[src/common/alm_map.svh]
`ifndef ALM_MAP_SVH
`define ALM_MAP_SVH

// register offsets on the internal register access port
`define ALM_OFS_LOOP_STATUS   8'h00
`define ALM_OFS_LOOP_EVENTS   8'h01
`define ALM_OFS_UNLOCK_COUNT  8'h02
`define ALM_OFS_SPARE_CONFIG  8'h03
`define ALM_OFS_SPARE_STATUS  8'h04

// field positions
`define ALM_BIT_LOCK          0
`define ALM_BIT_RAIL_HIGH     3
`define ALM_BIT_RAIL_LOW      2
`define ALM_BIT_LOL_LMT       1
`define ALM_BIT_LOL           0
`define ALM_BIT_REG_DIS       15
`define ALM_BIT_SENSE_SEL     13
`define ALM_BIT_GATE_BYPASS   12
`define ALM_BIT_GATE_START    11
`define ALM_LSB_LDO_BYPASS    4
`define ALM_MSB_LDO_BYPASS    10

// reset values
`define ALM_RST_EVENTS        4'h0
`define ALM_RST_COUNT         4'h0
`define ALM_RST_CONFIG        16'h0000
`define ALM_RST_SPARE_STS     16'h0000

// counter limits
`define ALM_COUNT_MAX         4'hF
`define ALM_COUNT_CLEAR       4'h0

`endif

[src/common/alm_pkg.sv]
`default_nettype none

package alm_pkg;

  // event register, bits 3..0
  typedef struct packed {
    logic rail_high;
    logic rail_low;
    logic lol_lmt;
    logic lol;
  } alm_evt_t;

  // spare configuration word, bits 15..0
  typedef struct packed {
    logic       reg_dis;
    logic       spare;
    logic       sense_sel;
    logic       gate_bypass;
    logic       gate_start;
    logic [6:0] ldo_bypass;
    logic [3:0] trim;
  } alm_cfg_t;

  // one access from the serial slave port
  typedef struct packed {
    logic        wr;
    logic        rd;
    logic [7:0]  addr;
    logic [15:0] wdata;
  } alm_req_t;

  typedef enum logic [0:0] {
    ALM_GATE_IDLE,
    ALM_GATE_WAIT
  } alm_gate_t;

endpackage : alm_pkg

`default_nettype wire

[src/core/alm_sync3.sv]
`timescale 1ns/1ns
`default_nettype none

module alm_sync3 #(
  parameter int WIDTH = 1
) (
  // clock and reset
  input  wire logic             core_clk,
  input  wire logic             srst,
  // asynchronous level in, filtered level out
  input  wire logic [WIDTH-1:0] d,
  output var  logic [WIDTH-1:0] q
);

  logic [WIDTH-1:0] s1_q;
  logic [WIDTH-1:0] s2_q;
  logic [WIDTH-1:0] s3_q;

  always_ff @(posedge core_clk) begin
    if (srst) begin
      s1_q <= '0;
      s2_q <= '0;
      s3_q <= '0;
    end else begin
      s1_q <= d;
      s2_q <= s1_q;
      s3_q <= s2_q;
    end
  end

  // a bit changes only once the second and third stages agree
  always_ff @(posedge core_clk) begin
    if (srst) begin
      q <= '0;
    end else begin
      q <= (~(s2_q ^ s3_q) & s2_q) | ((s2_q ^ s3_q) & q);
    end
  end

endmodule : alm_sync3

`default_nettype wire

[src/core/alm_regs.sv]
// Behaviour
// - lock status bit zero reads live lock
// - rail-high detection sets event bit three
// - rail-low detection sets event bit two
// - rail flags stay set until written one
// - counter above threshold sets event bit one
// - clear of bit one fails while exceeding
// - lock falling edge sets event bit zero
// - unlock counter counts falls, saturates at fifteen
// - write zero clears counter, other values preset
// - gate start waits for non-floating supplies
// - gate bypass skips the supply wait
// - regulator disable bit fifteen, reset zero
// - per-bank regulator bypass bits ten to four
// - four-bit trim drives bandgap trim input
`timescale 1ns/1ns
`default_nettype none
`include "alm_map.svh"

module alm_regs
  import alm_pkg::*;
(
  // clock and reset
  input  wire logic        core_clk,
  input  wire logic        srst,
  // register access from the serial slave port
  input  wire alm_req_t    req,
  output var  logic [15:0] rdata_q,
  // analog loop lock detector, asynchronous
  input  wire logic        loop_locked,
  input  wire logic        rail_high,
  input  wire logic        rail_low,
  input  wire logic [15:0] spare_status,
  // loss-of-lock threshold from its own register
  input  wire logic [3:0]  lol_threshold,
  // output supply presence, asynchronous, and floating marks
  input  wire logic [6:0]  supply_present,
  input  wire logic [6:0]  supply_floating,
  // configuration load sequencing
  input  wire logic        load_req,
  output var  logic        load_go_q,
  output var  logic        load_waiting_q,
  // analog configuration
  output var  alm_cfg_t    cfg_q
);

  localparam int SYNC_W = 3 + 16 + 7;

  logic [SYNC_W-1:0] sync_in;
  logic [SYNC_W-1:0] sync_out;
  logic              lock_s;
  logic              rail_high_s;
  logic              rail_low_s;
  logic [15:0]       spare_s;
  logic [6:0]        supply_s;
  logic              lock_prev_q;
  logic              lock_fall;
  alm_evt_t          evt_q;
  logic [3:0]        cnt_q;
  logic              over_thr;
  logic              wr_evt;
  logic              wr_cnt;
  logic              wr_cfg;
  logic [3:0]        clr_mask;
  logic              supplies_ok;
  alm_gate_t         gate_q;

  assign sync_in = {loop_locked, rail_high, rail_low, spare_status,
                    supply_present};

  alm_sync3 #(
    .WIDTH (SYNC_W)
  ) u_sync (
    .core_clk (core_clk),
    .srst     (srst),
    .d        (sync_in),
    .q        (sync_out)
  );

  assign lock_s      = sync_out[SYNC_W-1];
  assign rail_high_s = sync_out[SYNC_W-2];
  assign rail_low_s  = sync_out[SYNC_W-3];
  assign spare_s     = sync_out[22:7];
  assign supply_s    = sync_out[6:0];

  function automatic logic wr_hit(alm_req_t r, logic [7:0] ofs);
    wr_hit = r.wr && (r.addr == ofs);
  endfunction : wr_hit

  assign wr_evt   = wr_hit(req, `ALM_OFS_LOOP_EVENTS);
  assign wr_cnt   = wr_hit(req, `ALM_OFS_UNLOCK_COUNT);
  assign wr_cfg   = wr_hit(req, `ALM_OFS_SPARE_CONFIG);
  assign clr_mask = wr_evt ? req.wdata[3:0] : 4'h0;

  // lock edge detection on the filtered level
  always_ff @(posedge core_clk) begin
    if (srst) begin
      lock_prev_q <= 1'b0;
    end else begin
      lock_prev_q <= lock_s;
    end
  end

  assign lock_fall = lock_prev_q && !lock_s;
  assign over_thr  = cnt_q > lol_threshold;

  // event flags: a set in the clearing cycle wins
  always_ff @(posedge core_clk) begin
    if (srst) begin
      evt_q <= `ALM_RST_EVENTS;
    end else begin
      evt_q.rail_high <= rail_high_s ||
        (evt_q.rail_high && !clr_mask[`ALM_BIT_RAIL_HIGH]);
      evt_q.rail_low  <= rail_low_s ||
        (evt_q.rail_low && !clr_mask[`ALM_BIT_RAIL_LOW]);
      evt_q.lol_lmt   <= over_thr ||
        (evt_q.lol_lmt && !clr_mask[`ALM_BIT_LOL_LMT]);
      evt_q.lol       <= lock_fall ||
        (evt_q.lol && !clr_mask[`ALM_BIT_LOL]);
    end
  end

  // unlock counter: a write loads, a fall in the same cycle still counts
  always_ff @(posedge core_clk) begin
    if (srst) begin
      cnt_q <= `ALM_RST_COUNT;
    end else begin
      if (wr_cnt) begin
        if (lock_fall && req.wdata[3:0] != `ALM_COUNT_MAX) begin
          cnt_q <= req.wdata[3:0] + 4'h1;
        end else begin
          cnt_q <= req.wdata[3:0];
        end
      end else if (lock_fall && cnt_q != `ALM_COUNT_MAX) begin
        cnt_q <= cnt_q + 4'h1;
      end
    end
  end

  // configuration word, every bit stored as written
  always_ff @(posedge core_clk) begin
    if (srst) begin
      cfg_q <= `ALM_RST_CONFIG;
    end else if (wr_cfg) begin
      cfg_q <= alm_cfg_t'(req.wdata);
    end
  end

  // register read, one cycle after the strobe
  always_ff @(posedge core_clk) begin
    if (srst) begin
      rdata_q <= 16'h0000;
    end else if (req.rd) begin
      if (req.addr == `ALM_OFS_LOOP_STATUS) begin
        rdata_q <= {15'h0000, lock_s};
      end else if (req.addr == `ALM_OFS_LOOP_EVENTS) begin
        rdata_q <= {12'h000, evt_q};
      end else if (req.addr == `ALM_OFS_UNLOCK_COUNT) begin
        rdata_q <= {12'h000, cnt_q};
      end else if (req.addr == `ALM_OFS_SPARE_CONFIG) begin
        rdata_q <= cfg_q;
      end else if (req.addr == `ALM_OFS_SPARE_STATUS) begin
        rdata_q <= spare_s;
      end else begin
        rdata_q <= 16'h0000;
      end
    end
  end

  // every supply either present or marked floating
  assign supplies_ok = &(supply_s | supply_floating);

  // configuration load gating; sense_sel is stored only
  always_ff @(posedge core_clk) begin
    if (srst) begin
      gate_q    <= ALM_GATE_IDLE;
      load_go_q <= 1'b0;
    end else begin
      load_go_q <= 1'b0;
      case (gate_q)
        ALM_GATE_IDLE: begin
          if (load_req) begin
            if (cfg_q.gate_start && !cfg_q.gate_bypass
                && !supplies_ok) begin
              gate_q <= ALM_GATE_WAIT;
            end else begin
              load_go_q <= 1'b1;
            end
          end
        end
        ALM_GATE_WAIT: begin
          if (cfg_q.gate_bypass || supplies_ok) begin
            gate_q    <= ALM_GATE_IDLE;
            load_go_q <= 1'b1;
          end
        end
        default: begin
          gate_q <= ALM_GATE_IDLE;
        end
      endcase
    end
  end

  always_ff @(posedge core_clk) begin
    if (srst) begin
      load_waiting_q <= 1'b0;
    end else begin
      load_waiting_q <= (gate_q == ALM_GATE_WAIT) && !load_go_q;
    end
  end
endmodule : alm_regs

`default_nettype wire

[config.mk]
export PLATFORM = sky130hd
export DESIGN_NAME = alm_regs
export DESIGN_NICKNAME = d
export VERILOG_FILES = /design/src/common/alm_pkg.sv /design/src/core/alm_sync3.sv /design/src/core/alm_regs.sv
export VERILOG_INCLUDE_DIRS = /design/src /design/src/common
export SDC_FILE = /design/constraint.sdc
export NUM_CORES = 1
export LEC_CHECK = 0
export CORE_MARGIN = 3
export CORE_UTILIZATION = 35
export CTS_CLUSTER_DIAMETER = 50
export DETAILED_ROUTE_END_ITERATION = 6
export DONT_BUFFER_PORTS = 1
export GPL_TIMING_DRIVEN = 0
export SETUP_SLACK_MARGIN = 0.2
export SLEW_MARGIN = 5
export SYNTH_ARGS = -nofsm -noshare
export SYNTH_HDL_FRONTEND = slang
export SYNTH_SLANG_ARGS = --single-unit
[constraint.sdc]
create_clock -name core_clk -period 2.3 [get_ports core_clk]
set_input_delay 0.115 -clock core_clk [delete_from_list [all_inputs] [get_ports core_clk]]
set_output_delay 0.115 -clock core_clk [all_outputs]
set_load 0.01 [all_outputs]
==> out/metrics.cfg, run 1 <==
[final_layout]
num-nets-final = 658
num-fill-cells = 1288
multi_input_area_mm2 = 0.002006
drive_above_1_share_pct = 6.522
antenna_cells = 0
syn2layout_area_growth_pct = 27.69
final-seq-area_mm2 = 0.002963

[floorplan]
io-pin-count = 100
chipHeight_um = 126.5
start_util_pct = 36.17
die_area_mm2 = 0.01599
die_x_um = 126.5
core-area_mm2 = 0.01404
rows = 43

[worst_setup_path]
cp_max_fo = 10
reg2reg_from = cfg_q[3]
crit_start = req[24]
cp-end-kind = flop
cp_data_arrival_time_ns = 2.20
worstSetupPathType = input port to flop
cp-start-kind = input port
worst-r2r-setup-slack_ns = 0.61
worstPathRequired_ns = 2.66

[timing]
drv_slew = 0
finalCritPeriodShare_pct = 80.11
min_period_ns = 1.843
tightest_slew_ns = 0.8317
slew_headroom_pct = 44.04
whs_ns = 0.03575
hold_violations = 0
max_freq_mhz = 542.7
finalClockSkew_ns = 0.007828
fin_setup_tns_ns = 0
finalSetupViolCount = 0
grt_setup_unrepaired = no

[logic_synthesis]
synth_area_leaders = dfxtp_1, nor2b_1, a21oi_1
synthCells = 508
async_flop_share_pct = 0
ys_seq_elements = 148
seq_area_frac_synth_pct = 58.34
synth_edf_count = 0
ys.flop_type = dfxtp_1
ys_types = 44
synth_nets = 580
ys_warn_count = 0
synth_top_area_cell = dfxtp_1
synth_top_area_share_pct = 58.34
synth_common_cells = dfxtp_1, nor2b_1, nand2_1, a21oi_1, o21ai_0
yosysMostFrequentCell = dfxtp_1
synth_area_mm2 = 0.005079
syn_avg_cell_area_um2 = 9.997

[placed_design]
place.gp.congestion = 0.8239
io_buffer_count = 0
dpl.hpwl_um = 8454

[pwr]
power.density_mw_per_mm2 = 871.4
p_total_uw = 5651
ir_drop_uv = 586.5
p_leak_uw = 0.002304

[global_route]
antenna_found_initial = 0
grt_max_degree = 17
grt.overflow.total = 0
first_global_vias = 3740
grtUsageTotal_pct = 15.33
grt_pass1_wl_um = 19130

[drt]
drt_pass1_iterations = 4
vias_per_cell = 4.925
vias = 3832
routedWlPerCell_um = 15.62
route.detailed.drc = 0
ant_nets = 0
routed_wirelength_um = 12150
drt_iter0_drc = 271

[cts]
cts_buffers = 17
cts_buffer_depth = 2
clk_latency_ns = 0.42
clk_pin_slew_ns = 0.06
cts_tree = done
ctsRootBufferMaster = clkbuf_16
cts_sinks = 148
htreeDepth = 4
post_cts_resized = 0

[job]
cap_violations = 0

[min_path]
min_from = req[23]
min_path_type = input port to flop

[status]
status = finished, final reports clean

through the flow:
step	worst slack, ns	std cells	utilization (%)	cell area [um^2]
after global placement	0.3031	688	37.77	5304
after detailed placement	0.2872	688	37.77	5304
after CTS	0.3045	775	46.02	6462
after floorplan	0.5660	508	-	5079
final	0.4574	778	46.18	6485
after global routing	0.3814	778	46.18	6485
final timing paths:
path	to	cells after the start
min	rdata_q[1]	3
max reg2reg	rdata_q[3]	4
max	rdata_q[3]	6
min reg2reg	u_sync.s2_q[24]	1
placed cells by master, fill, tap and decap left out, drive strengths merged, types with 9 or more instances in the layout:
master       count
nand2           47
nor2            22
o21ai           41
a22oi           16
inv              9
dlygate4sd3     56
mux2i           20
clkbuf          36
nor2b           84
dfxtp          148
a21oi           40
area by class of cell:
cell class | count | area share (%)
Timing Repair Buffer | 59 | 8.991
Clock buffer | 20 | 6.888
Buffer | 21 | 1.351
Tap cell | 180 | 3.473
Clock inverter | 11 | 2.335
Multi-Input combinational cell | 333 | 30.93
Inverter | 6 | 0.3473
Sequential cell | 148 | 45.69
power by group:
group          total, uW  switching [uW]  internal (uW)
logic                220             105            115
registers           2650            26.2           2620
clock network       2780            1050           1730
total               5650            1180           4470
repair_timing:
item | CTS | global route
hold endpoints to repair | 61 | 0
buffers inserted | 0 | 3
hold buffers | 56 | 0
endpoints found under the setup margin | 0 | 2
layer usage:
metal / wire length [um] / track usage (%)
met4: 131 / 5.931
met3: 916 / 5.305
met5: 0 / 0
met2: 5659 / 24.32
met1: 5442 / 19.24
kinds of logic (layout without fill, tap and decap cells):
| kind of cell | Yosys count | count (layout) | share of synthesized area, % |
|---|---|---|---|
| compound gates | 123 | 123 | 14.17 |
| xor+xnor | 2 | 2 | 0.3450 |
| mux | 20 | 20 | 3.942 |
| buf+inv | 27 | 117 | 2.168 |
| simple gates | 182 | 182 | 19.56 |
| fa+ha+maj | 6 | 6 | 1.478 |
| flops | 148 | 148 | 58.34 |
critical path, stage by stage:
cell and delay (ns):
dlygate4sd3_1 0.58, nor2_1 0.34, clkbuf_1 0.41, nand2_1 0.10, o31ai_1 0.08, dlygate4sd3_1 0.58
(Power assumes the default switching activity.)
==> run 2, diff against run 1 <==
Clock period 2.3 ns to 1.8 ns, I/O delays scaled along.
==> run 2 against run 1 <==
Critical endpoint is now rdata_q[0]. Largest power group is now registers. Clock power up 20%. Routed wire length shrank 0.11%. Critical path depth down 1. Power up 24%.
==> out/metrics.cfg, run 2 (synthesis gave the netlist of run 1 again) <==
[placed_design]
dpl.hpwl_um = 8487  ; was 8454 um
place.gp.congestion = 0.8752  ; was 0.8239
placed_area_mm2 = 0.005304  ; unchanged
io_buffer_count = 0  ; unchanged

[cts]
htreeDepth = 4  ; unchanged
ctsRootBufferMaster = clkbuf_16  ; unchanged
cts_sinks = 148  ; unchanged
cts_buffer_depth = 2  ; unchanged
cts_buffers = 17  ; unchanged
clk_latency_ns = 0.42  ; about the same
clk_pin_slew_ns = 0.06  ; about the same
cts_tree = done  ; unchanged

[timing]
max_freq_mhz = 662.5
grt_setup_unrepaired = no  ; unchanged
drv_slew = 0  ; unchanged
finalSetupViolCount = 0  ; unchanged
hold_violations = 0  ; unchanged
tightest_slew_ns = 0.7206  ; was 0.8317 ns
slew_headroom_pct = 51.52  ; was 44.04%
min_period_ns = 1.509
finalClockSkew_ns = 0.007083  ; was 0.007828 ns
finalCritPeriodShare_pct = 83.86

[floorplan]
core-area_mm2 = 0.01404  ; unchanged
chipHeight_um = 126.5  ; unchanged
io-pin-count = 100  ; unchanged
start_util_pct = 36.17  ; unchanged
rows = 43  ; unchanged
die_area_mm2 = 0.01599  ; unchanged
die_x_um = 126.5  ; unchanged

[drt]
ant_nets = 0  ; unchanged
vias = 3819  ; was 3832
route.detailed.drc = 0  ; unchanged
drt_iter0_drc = 325  ; was 271
vias_per_cell = 4.909  ; was 4.925
routed_wirelength_um = 12140  ; was 12150 um
routedWlPerCell_um = 15.60  ; was 15.62 um
drt_pass1_iterations = 5  ; was 4

[final_layout]
multi_input_area_mm2 = 0.002016  ; was 0.002006 mm^2
num-nets-final = 656  ; was 658
final_core_util_pct = 45.92  ; was 46.18%
syn2layout_area_growth_pct = 26.98  ; was 27.69%
num-fill-cells = 1302  ; was 1288
mostFrequentLayoutCells = dfxtp_1, nor2b_1, dlygate4sd3_1, nand2_1, a21oi_1  ; unchanged
final_common_cell = dfxtp_1  ; unchanged
drive_above_1_share_pct = 7.370  ; was 6.522%
design_area_mm2 = 0.006449  ; was 0.006485 mm^2
final-seq-area_mm2 = 0.002963  ; unchanged

[worst_setup_path]
cp_data_arrival_time_ns = 1.83  ; was 2.20 ns
ff2ff_path_depth = 4  ; unchanged
worst-r2r-setup-slack_ns = 0.43  ; was 0.61 ns
worstPathRequired_ns = 2.12  ; was 2.66 ns
critPathCapture = rdata_q[0]  ; was rdata_q[3]
cp_max_fo = 4  ; was 10
cp-start-kind = input port  ; unchanged
worstSetupPathType = input port to flop  ; unchanged
cp-end-kind = flop  ; unchanged
r2r_end = cnt_q[2]  ; was rdata_q[3]
crit_start = req[19]  ; was req[24]

[pwr]
power.density_mw_per_mm2 = 1087  ; was 871.4 mW/mm^2
p_leak_uw = 0.002301  ; was 0.002304 uW
ir_drop_uv = 797.2  ; was 586.5 uV

[status]
status = finished, final reports clean  ; unchanged

[min_path]
min_path_type = input port to flop  ; unchanged
holdPathStages = 4  ; was 3

[global_route]
grt_pass1_wl_um = 19330  ; was 19130 um
grt_max_degree = 17  ; unchanged
grt.overflow.total = 0  ; unchanged
antenna_found_initial = 1  ; was 0
grtUsageTotal_pct = 15.48  ; was 15.33%
first_global_vias = 3718  ; was 3740

[job]
cap_violations = 0  ; unchanged

## run 2: cell count changes in the layout (fill, tap and decap cells not counted), sizes merged
cell         before  now
bufinv            3    1
clkbuf           36   35
clkinv            1    4
diode             0    1
dlygate4sd3      56   54
inv               9   10
## run 2: final cells by class
cell class	count	area share [%]
Tap cell	180	3.492
Multi-Input combinational cell	333	31.26
Buffer	21	1.378
Clock buffer	19	6.868
Timing Repair Buffer	57	8.731
Antenna cell	1	0.03880
Sequential cell	148	45.94
Clock inverter	13	1.940
Inverter	6	0.3492
## run 2: timing repair
| action | in CTS | in global routing |
|---|---|---|
| setup endpoints to repair | 0 | 21 |
| gates resized for setup | 0 | 4 |
| hold buffers | 52 | 2 |
| setup buffers | 0 | 3 |
| endpoints found under the hold margin | 61 | 1 |
## run 2: worst min path at each step
stage / from / endpoint / slack (ns)
4_1_cts: req[20] / cnt_q[2] / -0.08
3_5_place_dp: req[0] / evt_q[0] / 0.20
3_3_place_gp: req[0] / evt_q[0] / 0.20
6_report: req[16] / cnt_q[2] / 0.02
2_1_floorplan: req[0] / evt_q[0] / 0.19
5_1_grt: req[16] / cnt_q[2] / 0.03
## run 2: worst max-delay path, stage by stage
cell	delay [ns]
dlygate4sd3_1	0.56
nor3_2	0.13
dlygate4sd3_1	0.57
nand3_1	0.17
o31ai_1	0.30
## run 2: where the power goes
group          switching [uW]  total [uW]  internal (uW)
clock network            1380        3330           1950
registers                34.1        3390           3350
logic                     139         292            153
total                    1550        7010           5460
## run 2: per-stage QoR
stage / TNS [ns] / cells / hold slack [ns] / power, uW / setup WS [ns]
6_report: 0 / 778 / 0.01786 / 7009 / 0.2906
4_1_cts: 0 / 772 / -0.08042 / 7068 / 0.2287
3_5_place_dp: -2.499 / 688 / 0.2003 / 3647 / -0.2191
2_1_floorplan: 0 / 508 / 0.1908 / 3590 / 0.09096
3_3_place_gp: -2.002 / 688 / 0.2004 / 3638 / -0.1757
5_1_grt: 0 / 778 / 0.03457 / 7249 / 0.2092
## run 2: metal layers
metal  up-vias  global-route usage, %  wire, um
met5         -                      0         0
met4         0                  5.678       198
met3        24                  5.979      1008
met2       131                  23.79      5573
met1      1757                  19.82      5357
li1       1907                      -         -
